[src/dcsm_pkg.sv]
// Package for the drive-control state machine: control/status word layout,
// state codes and setting encodings. Shared by the design and its checks.
package dcsm_pkg;
  localparam int CW_W = 16;
  // Control word bit positions
  localparam int CW_SWITCH_ON = 0;
  localparam int CW_EN_VOLT   = 1;
  localparam int CW_QSTOP_N   = 2;
  localparam int CW_EN_OP     = 3;
  localparam int CW_FLT_RST   = 7;
  localparam int CW_HALT      = 8;
  // Status word bit positions
  localparam int SW_READY   = 0;
  localparam int SW_SWON    = 1;
  localparam int SW_OPEN    = 2;
  localparam int SW_FAULT   = 3;
  localparam int SW_VOLT    = 4;
  localparam int SW_QSTOP   = 5;
  localparam int SW_SODIS   = 6;
  localparam int SW_WARN    = 7;
  localparam int SW_REMOTE  = 9;
  localparam int SW_TARGET  = 10;
  localparam int SW_LIMIT   = 11;
  localparam int SW_OPM12   = 12;
  localparam int SW_OPM13   = 13;
  localparam int SW_WARN2   = 15;
  // Control source value that selects state-machine control
  localparam logic [5:0] SRC_STATE_MACHINE = 6'h01;
  // Transition 5 behaviour settings
  localparam logic [1:0] T5_COAST = 2'h0;
  localparam logic [1:0] T5_DCBRAKE = 2'h1;
  localparam logic [1:0] T5_RAMP = 2'h2;
  // Operating states
  typedef enum logic [2:0] {
    DCSM_SODIS   = 3'b000,
    DCSM_READY   = 3'b001,
    DCSM_SWON    = 3'b010,
    DCSM_OPEN    = 3'b011,
    DCSM_QSTOP   = 3'b100,
    DCSM_FLTREAC = 3'b101,
    DCSM_FAULT   = 3'b110,
    DCSM_T5STOP  = 3'b111
  } dcsm_state_t;
endpackage

[src/dcsm_drive_control.sv]
// Drive-control state machine: decodes the control word into state changes,
// gated by release inputs and mains presence; builds the status word.
// Assumes the drive core supplies stop/brake completion and flag levels.
`timescale 1ns/1ps
module dcsm_drive_control (
  input  wire logic        clk_sys,
  input  wire logic        rst_b,
  input  wire logic [15:0] driveCommandWord,
  input  wire logic [5:0]  controlSource,
  input  wire logic        motionControl,
  input  wire logic [1:0]  transition5Mode,
  input  wire logic        safeReleaseA,
  input  wire logic        safeReleaseB,
  input  wire logic        digitalInputOne,
  input  wire logic        startClockwiseInput,
  input  wire logic        startAnticlockwiseInput,
  input  wire logic        mainsPresent,
  input  wire logic        faultDetected,
  input  wire logic        faultReactionDone,
  input  wire logic        stopDone,
  input  wire logic        holdTimeExpired,
  input  wire logic        brakeDone,
  input  wire logic        internalWarning,
  input  wire logic        targetInHysteresis,
  input  wire logic        powerFailAtZero,
  input  wire logic        limitActive,
  input  wire logic        preFaultWarning,
  input  wire logic [1:0]  opModeStatus,
  output logic [15:0]      driveStatusWord,
  output logic             inverterEnable,
  output logic             rampStopActive,
  output logic             emergencyRampActive,
  output logic             dcBrakeActive,
  output logic [3:0]       motionCmdBits
);

  dcsm_pkg::dcsm_state_t stateReg;
  dcsm_pkg::dcsm_state_t stateNext;
  logic faultRstPrevReg;
  logic faultRstPulse;
  logic [1:0] t5ModeReg;
  logic [15:0] statusNext;
  logic srcSel;
  logic hwRelease;
  logic op4Allowed;
  logic cmdShutdown;
  logic cmdSwitchOn;
  logic cmdEnableOp;
  logic cmdDisableOp;
  logic cmdDisableVolt;
  logic cmdQuickStop;

  // Bit pattern match on the low four bits; upper bits 9-15 never looked at
  function automatic logic cwMatch(input logic [3:0] cw, input logic [3:0] val,
                                   input logic [3:0] care);
    cwMatch = ((cw ^ val) & care) == 4'h0;
  endfunction

  assign srcSel = (controlSource == dcsm_pkg::SRC_STATE_MACHINE);
  // Motion control needs only the first input; else a start direction in its place
  assign hwRelease = safeReleaseA && safeReleaseB &&
                     (motionControl ? digitalInputOne
                      : (startClockwiseInput || startAnticlockwiseInput));
  assign op4Allowed = motionControl ? (safeReleaseA && safeReleaseB)
                      : (hwRelease && mainsPresent);

  // Command decode: disable voltage outranks quick stop outranks the rest
  assign cmdDisableVolt = !driveCommandWord[dcsm_pkg::CW_EN_VOLT];
  assign cmdQuickStop = cwMatch(driveCommandWord[3:0], 4'h2, 4'h6);
  assign cmdShutdown = cwMatch(driveCommandWord[3:0], 4'h6, 4'h7);
  assign cmdSwitchOn = cwMatch(driveCommandWord[3:0], 4'h7, 4'h7);
  assign cmdEnableOp = cwMatch(driveCommandWord[3:0], 4'hF, 4'hF);
  assign cmdDisableOp = cwMatch(driveCommandWord[3:0], 4'h7, 4'hF);
  assign faultRstPulse = driveCommandWord[dcsm_pkg::CW_FLT_RST] && !faultRstPrevReg;

  // Edge detector on the fault-reset bit
  always_ff @(posedge clk_sys or negedge rst_b) begin
    if (!rst_b) begin
      faultRstPrevReg <= 1'b0;
    end else begin
      faultRstPrevReg <= driveCommandWord[dcsm_pkg::CW_FLT_RST];
    end
  end

  // Transition 5 mode latched on entry steers the stop's exit; the ramp and DC-brake outputs follow the live transition5Mode
  always_ff @(posedge clk_sys or negedge rst_b) begin
    if (!rst_b) begin
      t5ModeReg <= dcsm_pkg::T5_COAST;
    end else if (stateReg == dcsm_pkg::DCSM_OPEN) begin
      t5ModeReg <= transition5Mode;
    end
  end

  // Next-state logic; anything not matched keeps the state
  always_comb begin
    stateNext = stateReg;
    if (faultDetected && stateReg != dcsm_pkg::DCSM_FAULT &&
        stateReg != dcsm_pkg::DCSM_FLTREAC) begin
      stateNext = dcsm_pkg::DCSM_FLTREAC;
    end else if (srcSel || stateReg == dcsm_pkg::DCSM_FLTREAC) begin
      case (stateReg)
        dcsm_pkg::DCSM_SODIS: begin
          if (cmdShutdown) stateNext = dcsm_pkg::DCSM_READY;
        end
        dcsm_pkg::DCSM_READY: begin
          if (cmdDisableVolt || cmdQuickStop) begin
            stateNext = dcsm_pkg::DCSM_SODIS;
          end else if (cmdEnableOp && !motionControl && op4Allowed) begin
            stateNext = dcsm_pkg::DCSM_OPEN;
          end else if (cmdSwitchOn && mainsPresent) begin
            stateNext = dcsm_pkg::DCSM_SWON;
          end
        end
        dcsm_pkg::DCSM_SWON: begin
          if (cmdDisableVolt || cmdQuickStop) begin
            stateNext = dcsm_pkg::DCSM_SODIS;
          end else if (cmdShutdown) begin
            stateNext = dcsm_pkg::DCSM_READY;
          end else if (cmdEnableOp && op4Allowed) begin
            stateNext = dcsm_pkg::DCSM_OPEN;
          end
        end
        dcsm_pkg::DCSM_OPEN: begin
          if (cmdDisableVolt) begin
            stateNext = dcsm_pkg::DCSM_SODIS;
          end else if (cmdQuickStop) begin
            stateNext = dcsm_pkg::DCSM_QSTOP;
          end else if (cmdShutdown) begin
            stateNext = dcsm_pkg::DCSM_READY;
          end else if (cmdDisableOp) begin
            if (motionControl || transition5Mode == dcsm_pkg::T5_COAST) begin
              stateNext = dcsm_pkg::DCSM_SWON;
            end else begin
              stateNext = dcsm_pkg::DCSM_T5STOP;
            end
          end
        end
        dcsm_pkg::DCSM_T5STOP: begin
          // DC brake locks out new commands; ramp may be re-enabled
          if (t5ModeReg == dcsm_pkg::T5_DCBRAKE) begin
            if (brakeDone) stateNext = dcsm_pkg::DCSM_SWON;
          end else if (cmdDisableVolt) begin
            stateNext = dcsm_pkg::DCSM_SODIS;
          end else if (cmdEnableOp && op4Allowed) begin
            stateNext = dcsm_pkg::DCSM_OPEN;
          end else if (stopDone && holdTimeExpired) begin
            stateNext = dcsm_pkg::DCSM_SWON;
          end
        end
        dcsm_pkg::DCSM_QSTOP: begin
          if (cmdDisableVolt) begin
            stateNext = dcsm_pkg::DCSM_SODIS;
          end else if (motionControl || (stopDone && holdTimeExpired)) begin
            stateNext = dcsm_pkg::DCSM_SODIS;
          end
        end
        dcsm_pkg::DCSM_FLTREAC: begin
          if (faultReactionDone) stateNext = dcsm_pkg::DCSM_FAULT;
        end
        dcsm_pkg::DCSM_FAULT: begin
          if (faultRstPulse) stateNext = dcsm_pkg::DCSM_SODIS;
        end
        default: stateNext = dcsm_pkg::DCSM_SODIS;
      endcase
    end
  end

  // State register
  always_ff @(posedge clk_sys or negedge rst_b) begin
    if (!rst_b) begin
      stateReg <= dcsm_pkg::DCSM_SODIS;
    end else begin
      stateReg <= stateNext;
    end
  end

  // Status word assembled from the next state so it lines up with stateReg
  always_comb begin
    statusNext = 16'h0000;
    case (stateNext)
      dcsm_pkg::DCSM_SODIS:   statusNext[6:0] = 7'h40;
      dcsm_pkg::DCSM_READY:   statusNext[6:0] = 7'h21;
      dcsm_pkg::DCSM_SWON:    statusNext[6:0] = 7'h23;
      dcsm_pkg::DCSM_OPEN:    statusNext[6:0] = 7'h27;
      dcsm_pkg::DCSM_T5STOP:  statusNext[6:0] = 7'h27;
      dcsm_pkg::DCSM_QSTOP:   statusNext[6:0] = 7'h07;
      dcsm_pkg::DCSM_FLTREAC: statusNext[6:0] = 7'h0F;
      dcsm_pkg::DCSM_FAULT:   statusNext[6:0] = 7'h08;
      default:                statusNext[6:0] = 7'h40;
    endcase
    statusNext[dcsm_pkg::SW_VOLT] = mainsPresent;
    statusNext[dcsm_pkg::SW_WARN] = internalWarning;
    statusNext[dcsm_pkg::SW_REMOTE] = srcSel && hwRelease;
    statusNext[dcsm_pkg::SW_TARGET] = targetInHysteresis || powerFailAtZero;
    statusNext[dcsm_pkg::SW_LIMIT] = limitActive;
    statusNext[dcsm_pkg::SW_OPM12] = motionControl && opModeStatus[0];
    statusNext[dcsm_pkg::SW_OPM13] = motionControl && opModeStatus[1];
    statusNext[dcsm_pkg::SW_WARN2] = preFaultWarning;
  end

  // Registered outputs toward host and drive core
  always_ff @(posedge clk_sys or negedge rst_b) begin
    if (!rst_b) begin
      driveStatusWord     <= 16'h0040;
      inverterEnable      <= 1'b0;
      rampStopActive      <= 1'b0;
      emergencyRampActive <= 1'b0;
      dcBrakeActive       <= 1'b0;
      motionCmdBits       <= 4'h0;
    end else begin
      driveStatusWord     <= statusNext;
      inverterEnable      <= (stateNext == dcsm_pkg::DCSM_OPEN) ||
                             (stateNext == dcsm_pkg::DCSM_T5STOP) ||
                             (stateNext == dcsm_pkg::DCSM_QSTOP);
      rampStopActive      <= (stateNext == dcsm_pkg::DCSM_T5STOP) &&
                             (transition5Mode == dcsm_pkg::T5_RAMP);
      emergencyRampActive <= (stateNext == dcsm_pkg::DCSM_QSTOP) && !motionControl;
      dcBrakeActive       <= (stateNext == dcsm_pkg::DCSM_T5STOP &&
                              transition5Mode == dcsm_pkg::T5_DCBRAKE) ||
                             (stateNext == dcsm_pkg::DCSM_QSTOP && stopDone &&
                              !holdTimeExpired && !motionControl);
      motionCmdBits       <= motionControl ? {driveCommandWord[dcsm_pkg::CW_HALT],
                                              driveCommandWord[6:4]} : 4'h0;
    end
  end

  // Checks
  remote_bit_a: assert property (@(posedge clk_sys) disable iff (!rst_b)
    driveStatusWord[dcsm_pkg::SW_REMOTE] |-> $past(srcSel && hwRelease))
    else $error("remote bit without source and release");
  no_swon_nomains_a: assert property (@(posedge clk_sys) disable iff (!rst_b)
    (stateReg == dcsm_pkg::DCSM_READY && !mainsPresent && !faultDetected)
    |=> stateReg != dcsm_pkg::DCSM_SWON)
    else $error("switched on without mains");
  op_release_a: assert property (@(posedge clk_sys) disable iff (!rst_b)
    ($changed(stateReg) && stateReg == dcsm_pkg::DCSM_OPEN) |-> $past(op4Allowed))
    else $error("enable without release");
  src_gate_a: assert property (@(posedge clk_sys) disable iff (!rst_b)
    (!srcSel && !faultDetected && stateReg != dcsm_pkg::DCSM_FLTREAC) |=> $stable(stateReg))
    else $error("state moved without state-machine source");
  // Guarded by the previous reset level: the first edge still shows the reset word
  volt_bit_a: assert property (@(posedge clk_sys) disable iff (!rst_b)
    $past(rst_b) |-> driveStatusWord[dcsm_pkg::SW_VOLT] == $past(mainsPresent))
    else $error("voltage bit not mirroring mains");
  fault_reset_a: assert property (@(posedge clk_sys) disable iff (!rst_b)
    (stateReg == dcsm_pkg::DCSM_FAULT && !faultRstPulse) |=> stateReg != dcsm_pkg::DCSM_SODIS)
    else $error("fault left without reset edge");
  sodis_code_a: assert property (@(posedge clk_sys) disable iff (!rst_b)
    stateReg == dcsm_pkg::DCSM_SODIS |-> driveStatusWord[3:0] == 4'h0 &&
    driveStatusWord[dcsm_pkg::SW_SODIS])
    else $error("switch-on disabled code wrong");
  qstop_motion_a: assert property (@(posedge clk_sys) disable iff (!rst_b)
    (motionControl && srcSel && stateReg == dcsm_pkg::DCSM_QSTOP && !faultDetected)
    |=> stateReg == dcsm_pkg::DCSM_SODIS)
    else $error("quick stop behaviour applied in motion control");

endmodule // dcsm_drive_control

[config.mk]
export PLATFORM = sky130hd
export DESIGN_NAME = dcsm_drive_control
export DESIGN_NICKNAME = d
export VERILOG_FILES = /design/src/dcsm_pkg.sv /design/src/dcsm_drive_control.sv
export SDC_FILE = /design/constraint.sdc
export NUM_CORES = 1
export LEC_CHECK = 0
export BUFFER_PORTS_ARGS = -buffer_cell sky130_fd_sc_hd__buf_2
export CAP_MARGIN = 10
export CORE_AREA = 2 2 60 62
export DETAILED_ROUTE_END_ITERATION = 8
export DIE_AREA = 0 0 62 64
export PLACE_DENSITY = 0.76
export SLEW_MARGIN = 10
export SYNTH_ARGS = -nofsm -noshare
export SYNTH_HDL_FRONTEND = slang
export SYNTH_SLANG_ARGS = --single-unit
export TNS_END_PERCENT = 20
[constraint.sdc]
create_clock -name clk_sys -period 2.57 [get_ports clk_sys]
set_input_delay 0.6425 -clock clk_sys [delete_from_list [all_inputs] [get_ports clk_sys]]
set_output_delay 0.6425 -clock clk_sys [all_outputs]
set_load 0.02 [all_outputs]
==> metrics.md, run 1 <==
| Metric | Value |
|---|---|
| Outcome | `complete, no violations` |
| Hold Slack | `0.293 ns` |
| Pwr Density | `916 nW/um2` |
| Fillcell total | `293` |
| Post-route clock period utilization | `92.4%` |
| Max_slew headroom | `62.3%` |
| Most frequent cells in the layout | `buf_2 (59), dfrtp_1 (27), buf_4 (13)` |
| Crit Path Max Fanout | `3` |
| Root buf cell | `clkbuf_4` |
| Core region area | `3280 um2` |
| N_diodes | `0` |
| Fmax | `0.421 GHz` |
| Synth Area in Compound Gates | `17.1%` |
| Met2 routed WL | `1530 um` |
| Total gr overflow | `0` |
| Worst setup EP type | `flop` |
| Leakage | `0.957 nW` |
| Placed cell area | `1860 um2` |
| RSZ-0062 raised after global routing | `false` |
| Worst-Skew Late Latency | `0.32 ns` |
| Worst EP required | `2.83 ns` |
| Placer congestion estimate | `0.828` |
| Pins over their slew limit | `0` |
| Port bufs | `59` |
| Synth-to-Final Area Change | `30.8%` |
| Wire length per cell | `11.8 um` |
| DRT Wirelength | `3080 um` |
| Crit-path slowest cell | `o32ai_2` |
| Bufs on Longest Clock Path | `2` |
| Nets | `264` |
| Top routing layer in use | `met4` |
| Post-route insts no fill | `260` |
| Post-route core utilization | `57.9%` |
| Layout cell share with drive strength beyond 1 | `41.1%` |
| CP Class | `input pin to flop` |
| IO Pins | `69` |
| Placed Cells | `256` |
| Worst EP arrival | `2.63 ns` |
| Wire length on met1 | `1320 um` |
| Initial core utilization | `44.3%` |
| FP Rows | `21` |
| Vias in the first global route | `1149` |
| DRC Markers | `0` |
| Mean Syn Cell Area | `10.0 um2` |
| Final critical-path required period | `2.37 ns` |
| Drt pass-1 iters | `4` |
| Setup_tns | `0 ns` |
| Critical path's top delay family | `compound AO/OA/AOI/OAI gates` |
| Initial drt markers | `65` |
| H-tree levels | `1` |
| XOR/XNOR Fraction of Synth Area | `0%` |
| Die Height | `64 um` |
| Antenna viol nets, final | `0` |
| Die Area | `3970 um2` |
| Largest family of logic cells by synthesized area | `simple AND/OR/NAND/NOR gates` |
| Total CTS buffers | `3` |
| Clk slew on worst S/H paths | `0.14 ns` |
| First-pass GRT wire length | `4910 um` |
| Post-synthesis register bit count | `28` |
| Ys async rst share | `100%` |
| Most common flop cell mapped by yosys | `dfrtp_1` |
| Synth Area in Adders | `3.44%` |
| Metal3 WL | `208 um` |
| Hold buffers post-CTS | `0` |
| Top-area cell type share of the netlist area | `46.5%` |
| Commonest non-fill, non-tap cell in the layout | `buf_2` |
| Cell Area, Synth | `1450 um2` |
| Post-Synthesis Cells | `145` |
| Final Setup Violations | `0` |
| Post-synth EDFFs | `0` |
| Routed vias | `1277` |
| HP Class | `input pin to asynchronous set/reset pin` |
| Slew @ Worst Pin | `0.565 ns` |
| CP bufs+invs | `2` |
| Synth Area in Simple Gates | `21.4%` |
| YS warnings | `0` |
| Sequential area share after synthesis | `48.3%` |
| Number of antenna violations at the first check in global routing | `0` |
| HPWL after DPL | `2400 um` |
| Overall Global Routing Usage | `16.2%` |
| Critical path startpoint category | `input pin` |
| Maxcap violations | `0` |
| Multiplexer share of the synthesized area | `3.53%` |
| Cell taking the most area after synthesis | `dfrtp_1` |
| CTS tree | `yes` |
| Critical path cell sequence | `buf_2 -> o21ai_0 -> a2111oi_2 -> o311ai_0 -> o41ai_1 -> o32ai_2 -> ha_1 -> inv_1 -> nor4b_1 -> a31oi_1 -> nor2_1` |
| CTS Sinks | `28` |
| CP peak stage delay | `0.37 ns` |
| Die W | `62 um` |
| Finished layout cell area | `1900 um2` |
| Largest net degree at the start of global routing | `29` |
| Final Hold Fails | `0` |
| Synth cell types | `48` |
| Number of vias per cell | `4.91` |
| Maximum VDD drop | `0.512 mV` |
| Top post-synthesis cells by area | `dfrtp_1 (46%), ha_1 (3.4%), and2_1 (3.0%)` |
| Final Skew | `0.00966 ns` |
[where the power goes]
group	internal [mW]	total (mW)	switching, mW
registers	0.561	0.638	0.0767
clock network	0.0867	0.203	0.116
logic	0.406	0.901	0.495
total	1.05	1.74	0.687
[synthesized netlist by cell type (all sizes together), types with 3 or more instances]
cell and number:
a21oi 5, a31oi 3, and2 7, buf 6, dfrtp 27, ha 4
inv 10, mux2i 4, nand2 11, nand2b 3, nand3 4, nand3b 4
nor2 10, nor2b 3, nor3 4, o21ai 8, o21bai 3
[through the flow]
stage	total power [mW]	setup WS, ns
2_1_floorplan	1.24	0.0741
3_3_place_gp	1.53	-0.132
3_5_place_dp	1.55	-0.128
4_1_cts	1.76	0.196
5_1_grt	1.89	0.0264
6_report	1.74	0.196
[per-layer routing]
layer	vias to the layer above	track usage, %
li1	641	-
met1	588	20.8
met2	44	26.6
met3	4	4.66
met4	0	3.19
met5	-	0
[worst paths after layout]
path                            depth (start not counted)  slack (ns)             endpoint                     from
worst min-delay path                                    1        0.29          stateReg[0]                    rst_b
min in group clk_sys                                    1        0.42  driveStatusWord[15]          preFaultWarning
worst max register to register                          9        0.32        dcBrakeActive              stateReg[2]
max in group asynchronous                               1        1.90         t5ModeReg[1]                    rst_b
worst min register to register                          2        0.52         t5ModeReg[1]             t5ModeReg[1]
worst max-delay path                                   11        0.20        dcBrakeActive  startAnticlockwiseInput
[flip-flops by register name, indices dropped and copies added, names as in the netlist]
name	count
emergencyRampActive	1
dcBrakeActive	1
stateReg	3
t5ModeReg	2
inverterEnable	1
rampStopActive	1
driveStatusWord	14
motionCmdBits	4
faultRstPrevReg	1
[timing repair]
| action | in CTS | in global routing |
|---|---|---|
| setup buffers | 0 | 0 |
| setup endpoints to repair | 0 | 1 |
| resized for setup | 0 | 1 |
[cell families after synthesis]
kind of cell	after synthesis
DFF	28
muxes	5
and+or+nand+nor	56
AOI/OAI and AO/OA	33
adders and majority gates	4
buffers and inverters	18
other	1
[final cells by class]
cell class | instances | area, um2 | share of cell area [%]
clock buffers | 4 | 36.3 | 1.91
inverters | 10 | 37.5 | 1.97
multi-input cells | 100 | 676 | 35.5
flip-flops and latches | 28 | 702 | 36.9
well taps | 46 | 57.6 | 3.03
repair buffers | 72 | 393 | 20.7
No activity file was read; power rests on OpenSTA's default activity.
==> run 2: changes to the inputs <==
--- a/config.mk
+++ b/config.mk
@@ -5,12 +5,13 @@
 export SDC_FILE = /design/constraint.sdc
 export NUM_CORES = 1
 export LEC_CHECK = 0
+export ABC_AREA = 1
 export BUFFER_PORTS_ARGS = -buffer_cell sky130_fd_sc_hd__buf_2
 export CAP_MARGIN = 10
 export CORE_AREA = 2 2 60 62
 export DETAILED_ROUTE_END_ITERATION = 8
 export DIE_AREA = 0 0 62 64
-export PLACE_DENSITY = 0.76
+export PLACE_DENSITY = 0.77
 export SLEW_MARGIN = 10
 export SYNTH_ARGS = -nofsm -noshare
 export SYNTH_HDL_FRONTEND = slang
==> metrics.md, run 2 <==
| Metric | Value |
|---|---|
| Reg with most FFs | `driveStatusWord` |
| Post_cts resized | `0` |
| Hold Slack | `0.301 ns` |
| CP peak stage delay | `0.27 ns` |
| Clock share of power | `15.3%` |
| Port bufs | `59` |
| Drt pass-1 iters | `4` |
| Synth-to-Final Area Change | `25.6%` |
| Number of antenna violations at the first check in global routing | `0` |
| Synth top cells by count | `nand2_1 (50), dfrtp_1 (27), inv_1 (26)` |
| YS warnings | `0` |
| Logic pwr share | `49.8%` |
| Worst-Skew Late Latency | `0.32 ns` |
| Sequential area share after synthesis | `48.0%` |
| Placer congestion estimate | `0.900` |
| Largest regs | `driveStatusWord (14), motionCmdBits (4), stateReg (3)` |
| Net Sw Frac | `43.3%` |
| Cell taking the most area after synthesis | `dfrtp_1` |
| Placed cell area | `1780 um2` |
| Critical path cell sequence | `buf_2 -> o21ai_0 -> nand3_1 -> nand2_1 -> inv_1 -> nand2_1 -> nand2_1 -> nor2_1 -> nand2_1 -> nand2_1 -> nand2_1 -> inv_1 -> ha_1 -> inv_1 -> nor2_1 -> a21oi_2` |
| Die W | `62 um` |
| Max reg flops | `14` |
| Outcome | `complete, no violations` |
| DRC Markers | `0` |
| Total power | `1.85 mW` |
| Maximum VDD drop | `0.397 mV` |
| Final Setup Violations | `0` |
| Fillcell total | `310` |
| Initial drt markers | `83` |
| Max_slew headroom | `60.1%` |
| Switching power | `0.800 mW` |
| Final critical-path required period | `1.99 ns` |
| Worst setup EP type | `flop` |
| Pwr Density | `1010 nW/um2` |
| Metal3 WL | `222 um` |
| Leakage | `1.07 nW` |
| Finished layout cell area | `1840 um2` |
| CP Class | `input pin to flop` |
| Overall Global Routing Usage | `16.8%` |
| Multi-input gate area | `596 um2` |
| Nets | `296` |
| FP Rows | `21` |
| CTS Sinks | `28` |
| Initial core utilization | `44.5%` |
| Crit Path Max Fanout | `4` |
| Post-synth EDFFs | `0` |
| Root buf cell | `clkbuf_4` |
| Critical path startpoint category | `input pin` |
| Top routing layer in use | `met4` |
| Core region area | `3280 um2` |
| Post-Synthesis Cells | `186` |
| Setup_tns | `0 ns` |
| Most frequent cells in the layout | `buf_2 (59), nand2_1 (50), dfrtp_1 (27)` |
| Die Area | `3970 um2` |
| DRT Wirelength | `3200 um` |
| Worst EP arrival | `2.22 ns` |
| RSZ-0062 raised after global routing | `false` |
| Fmax | `0.502 GHz` |
| Ys async rst share | `100%` |
| Bufs on Longest Clock Path | `2` |
| HP Class | `input pin to asynchronous set/reset pin` |
| Top-area cell type share of the netlist area | `46.2%` |
| Wire length on met1 | `1350 um` |
| Largest net degree at the start of global routing | `29` |
| Int Pwr | `1.05 mW` |
| Routed vias | `1348` |
| Final Hold Fails | `0` |
| Hold buffers post-CTS | `0` |
| Synth cell types | `30` |
| Register Area | `702 um2` |
| Setup Buffers After CTS | `0` |
| Commonest non-fill, non-tap cell in the layout | `buf_2` |
| First-pass GRT wire length | `5130 um` |
| Worst EP required | `2.80 ns` |
| Sequential share of power | `34.9%` |
| CP most frequent cell | `nand2_1` |
| Number of vias per cell | `4.62` |
| Cell Area, Synth | `1460 um2` |
| CP bufs+invs | `4` |
| Most common flop cell mapped by yosys | `dfrtp_1` |
| Slew @ Worst Pin | `0.599 ns` |
| HPWL after DPL | `2520 um` |
| Top post-synthesis cells by area | `dfrtp_1 (46%), nand2_1 (13%), inv_1 (6.7%)` |
| Final Skew | `0.00761 ns` |
| Crit-path slowest cell | `o21ai_0` |
| Setup slack after layout | `0.578 ns` |
| Maxcap violations | `0` |
| Post-synthesis register bit count | `28` |
| Wire length per cell | `10.9 um` |
| IO Pins | `69` |
| Layout cell share with drive strength beyond 1 | `32.9%` |
| Antenna viol nets, final | `0` |
| Top-count cell post-synth | `nand2_1` |
| Vias in the first global route | `1282` |
| N_diodes | `0` |
| Clk slew on worst S/H paths | `0.15 ns` |
| Mean Syn Cell Area | `7.86 um2` |
| H-tree levels | `1` |
| CTS tree | `yes` |
| Die Height | `64 um` |
| Post-route clock period utilization | `77.5%` |
| Met2 routed WL | `1610 um` |
| Setup WS pre-CTS | `0.209 ns` |
| Pins over their slew limit | `0` |
| Total CTS buffers | `3` |
| Total gr overflow | `0` |
| Critical path's top delay family | `simple AND/OR/NAND/NOR gates` |
[run 2: cell count changes in the layout (fill, tap and decap cells not counted), moves of 4 or more]
cell and change:
buf_4 -11, nand3_1 +10, inv_1 +17, mux2i_1 -4, and2_1 -7, nand2_1 +39, nand2_2 +4, nor2_1 +7
nand3b_1 -4
[run 2: area by class of cell]
class	count	share of cell area, %
tap	46	3.14
timing repair buffer	61	16.9
clock inverter	1	1.64
multi-input combinational	122	32.4
inverter	31	6.41
clock buffer	3	1.23
sequential	28	38.2
[run 2: final timing paths]
path                                    startpoint                  end  slack, ns  depth (start not counted)
worst max-delay path            transition5Mode[0]   driveStatusWord[5]       0.58                         16
worst min-delay path                         rst_b       rampStopActive       0.30                          1
worst max register to register         stateReg[1]   driveStatusWord[5]       0.58                         13
worst min register to register        t5ModeReg[0]         t5ModeReg[0]       0.53                          1
max in group asynchronous                    rst_b          stateReg[2]       1.88                          1
min in group clk_sys               preFaultWarning  driveStatusWord[15]       0.41                          1
[run 2: kinds of logic after synthesis]
| group | Yosys count | share of synthesized area [%] |
|---|---|---|
| AND/OR/NAND/NOR | 98 | 29.0 |
| AO/OA/AOI/OAI | 17 | 7.02 |
| multiplexers | 1 | 0.770 |
| flip-flops | 28 | 48.0 |
| adder cells (fa/ha/maj) | 4 | 3.42 |
| other | 1 | 0.257 |
| buffers and inverters | 37 | 11.5 |
[run 2: power groups by stage]
| stage | clock network (mW) | logic, mW | registers (mW) |
|---|---|---|---|
| global route | 0.315 | 1.05 | 0.655 |
| finish | 0.283 | 0.920 | 0.644 |
| global placement | 0 | 0.893 | 0.648 |
| floorplan | 0 | 0.621 | 0.712 |
| CTS | 0.290 | 0.930 | 0.641 |
| detailed placement | 0 | 0.926 | 0.650 |
[run 2: per-stage QoR]
step / std cells / utilization (%)
global placement: 288 / 54.3
finish: 292 / 55.9
floorplan: 187 / -
detailed placement: 288 / 54.3
global route: 292 / 55.9
CTS: 292 / 55.9
[run 2: layer usage]
metal	track usage, %	vias up
li1	-	696
met5	0	-
met3	3.04	2
met1	19.9	606
met4	4.52	0
met2	29.9	44
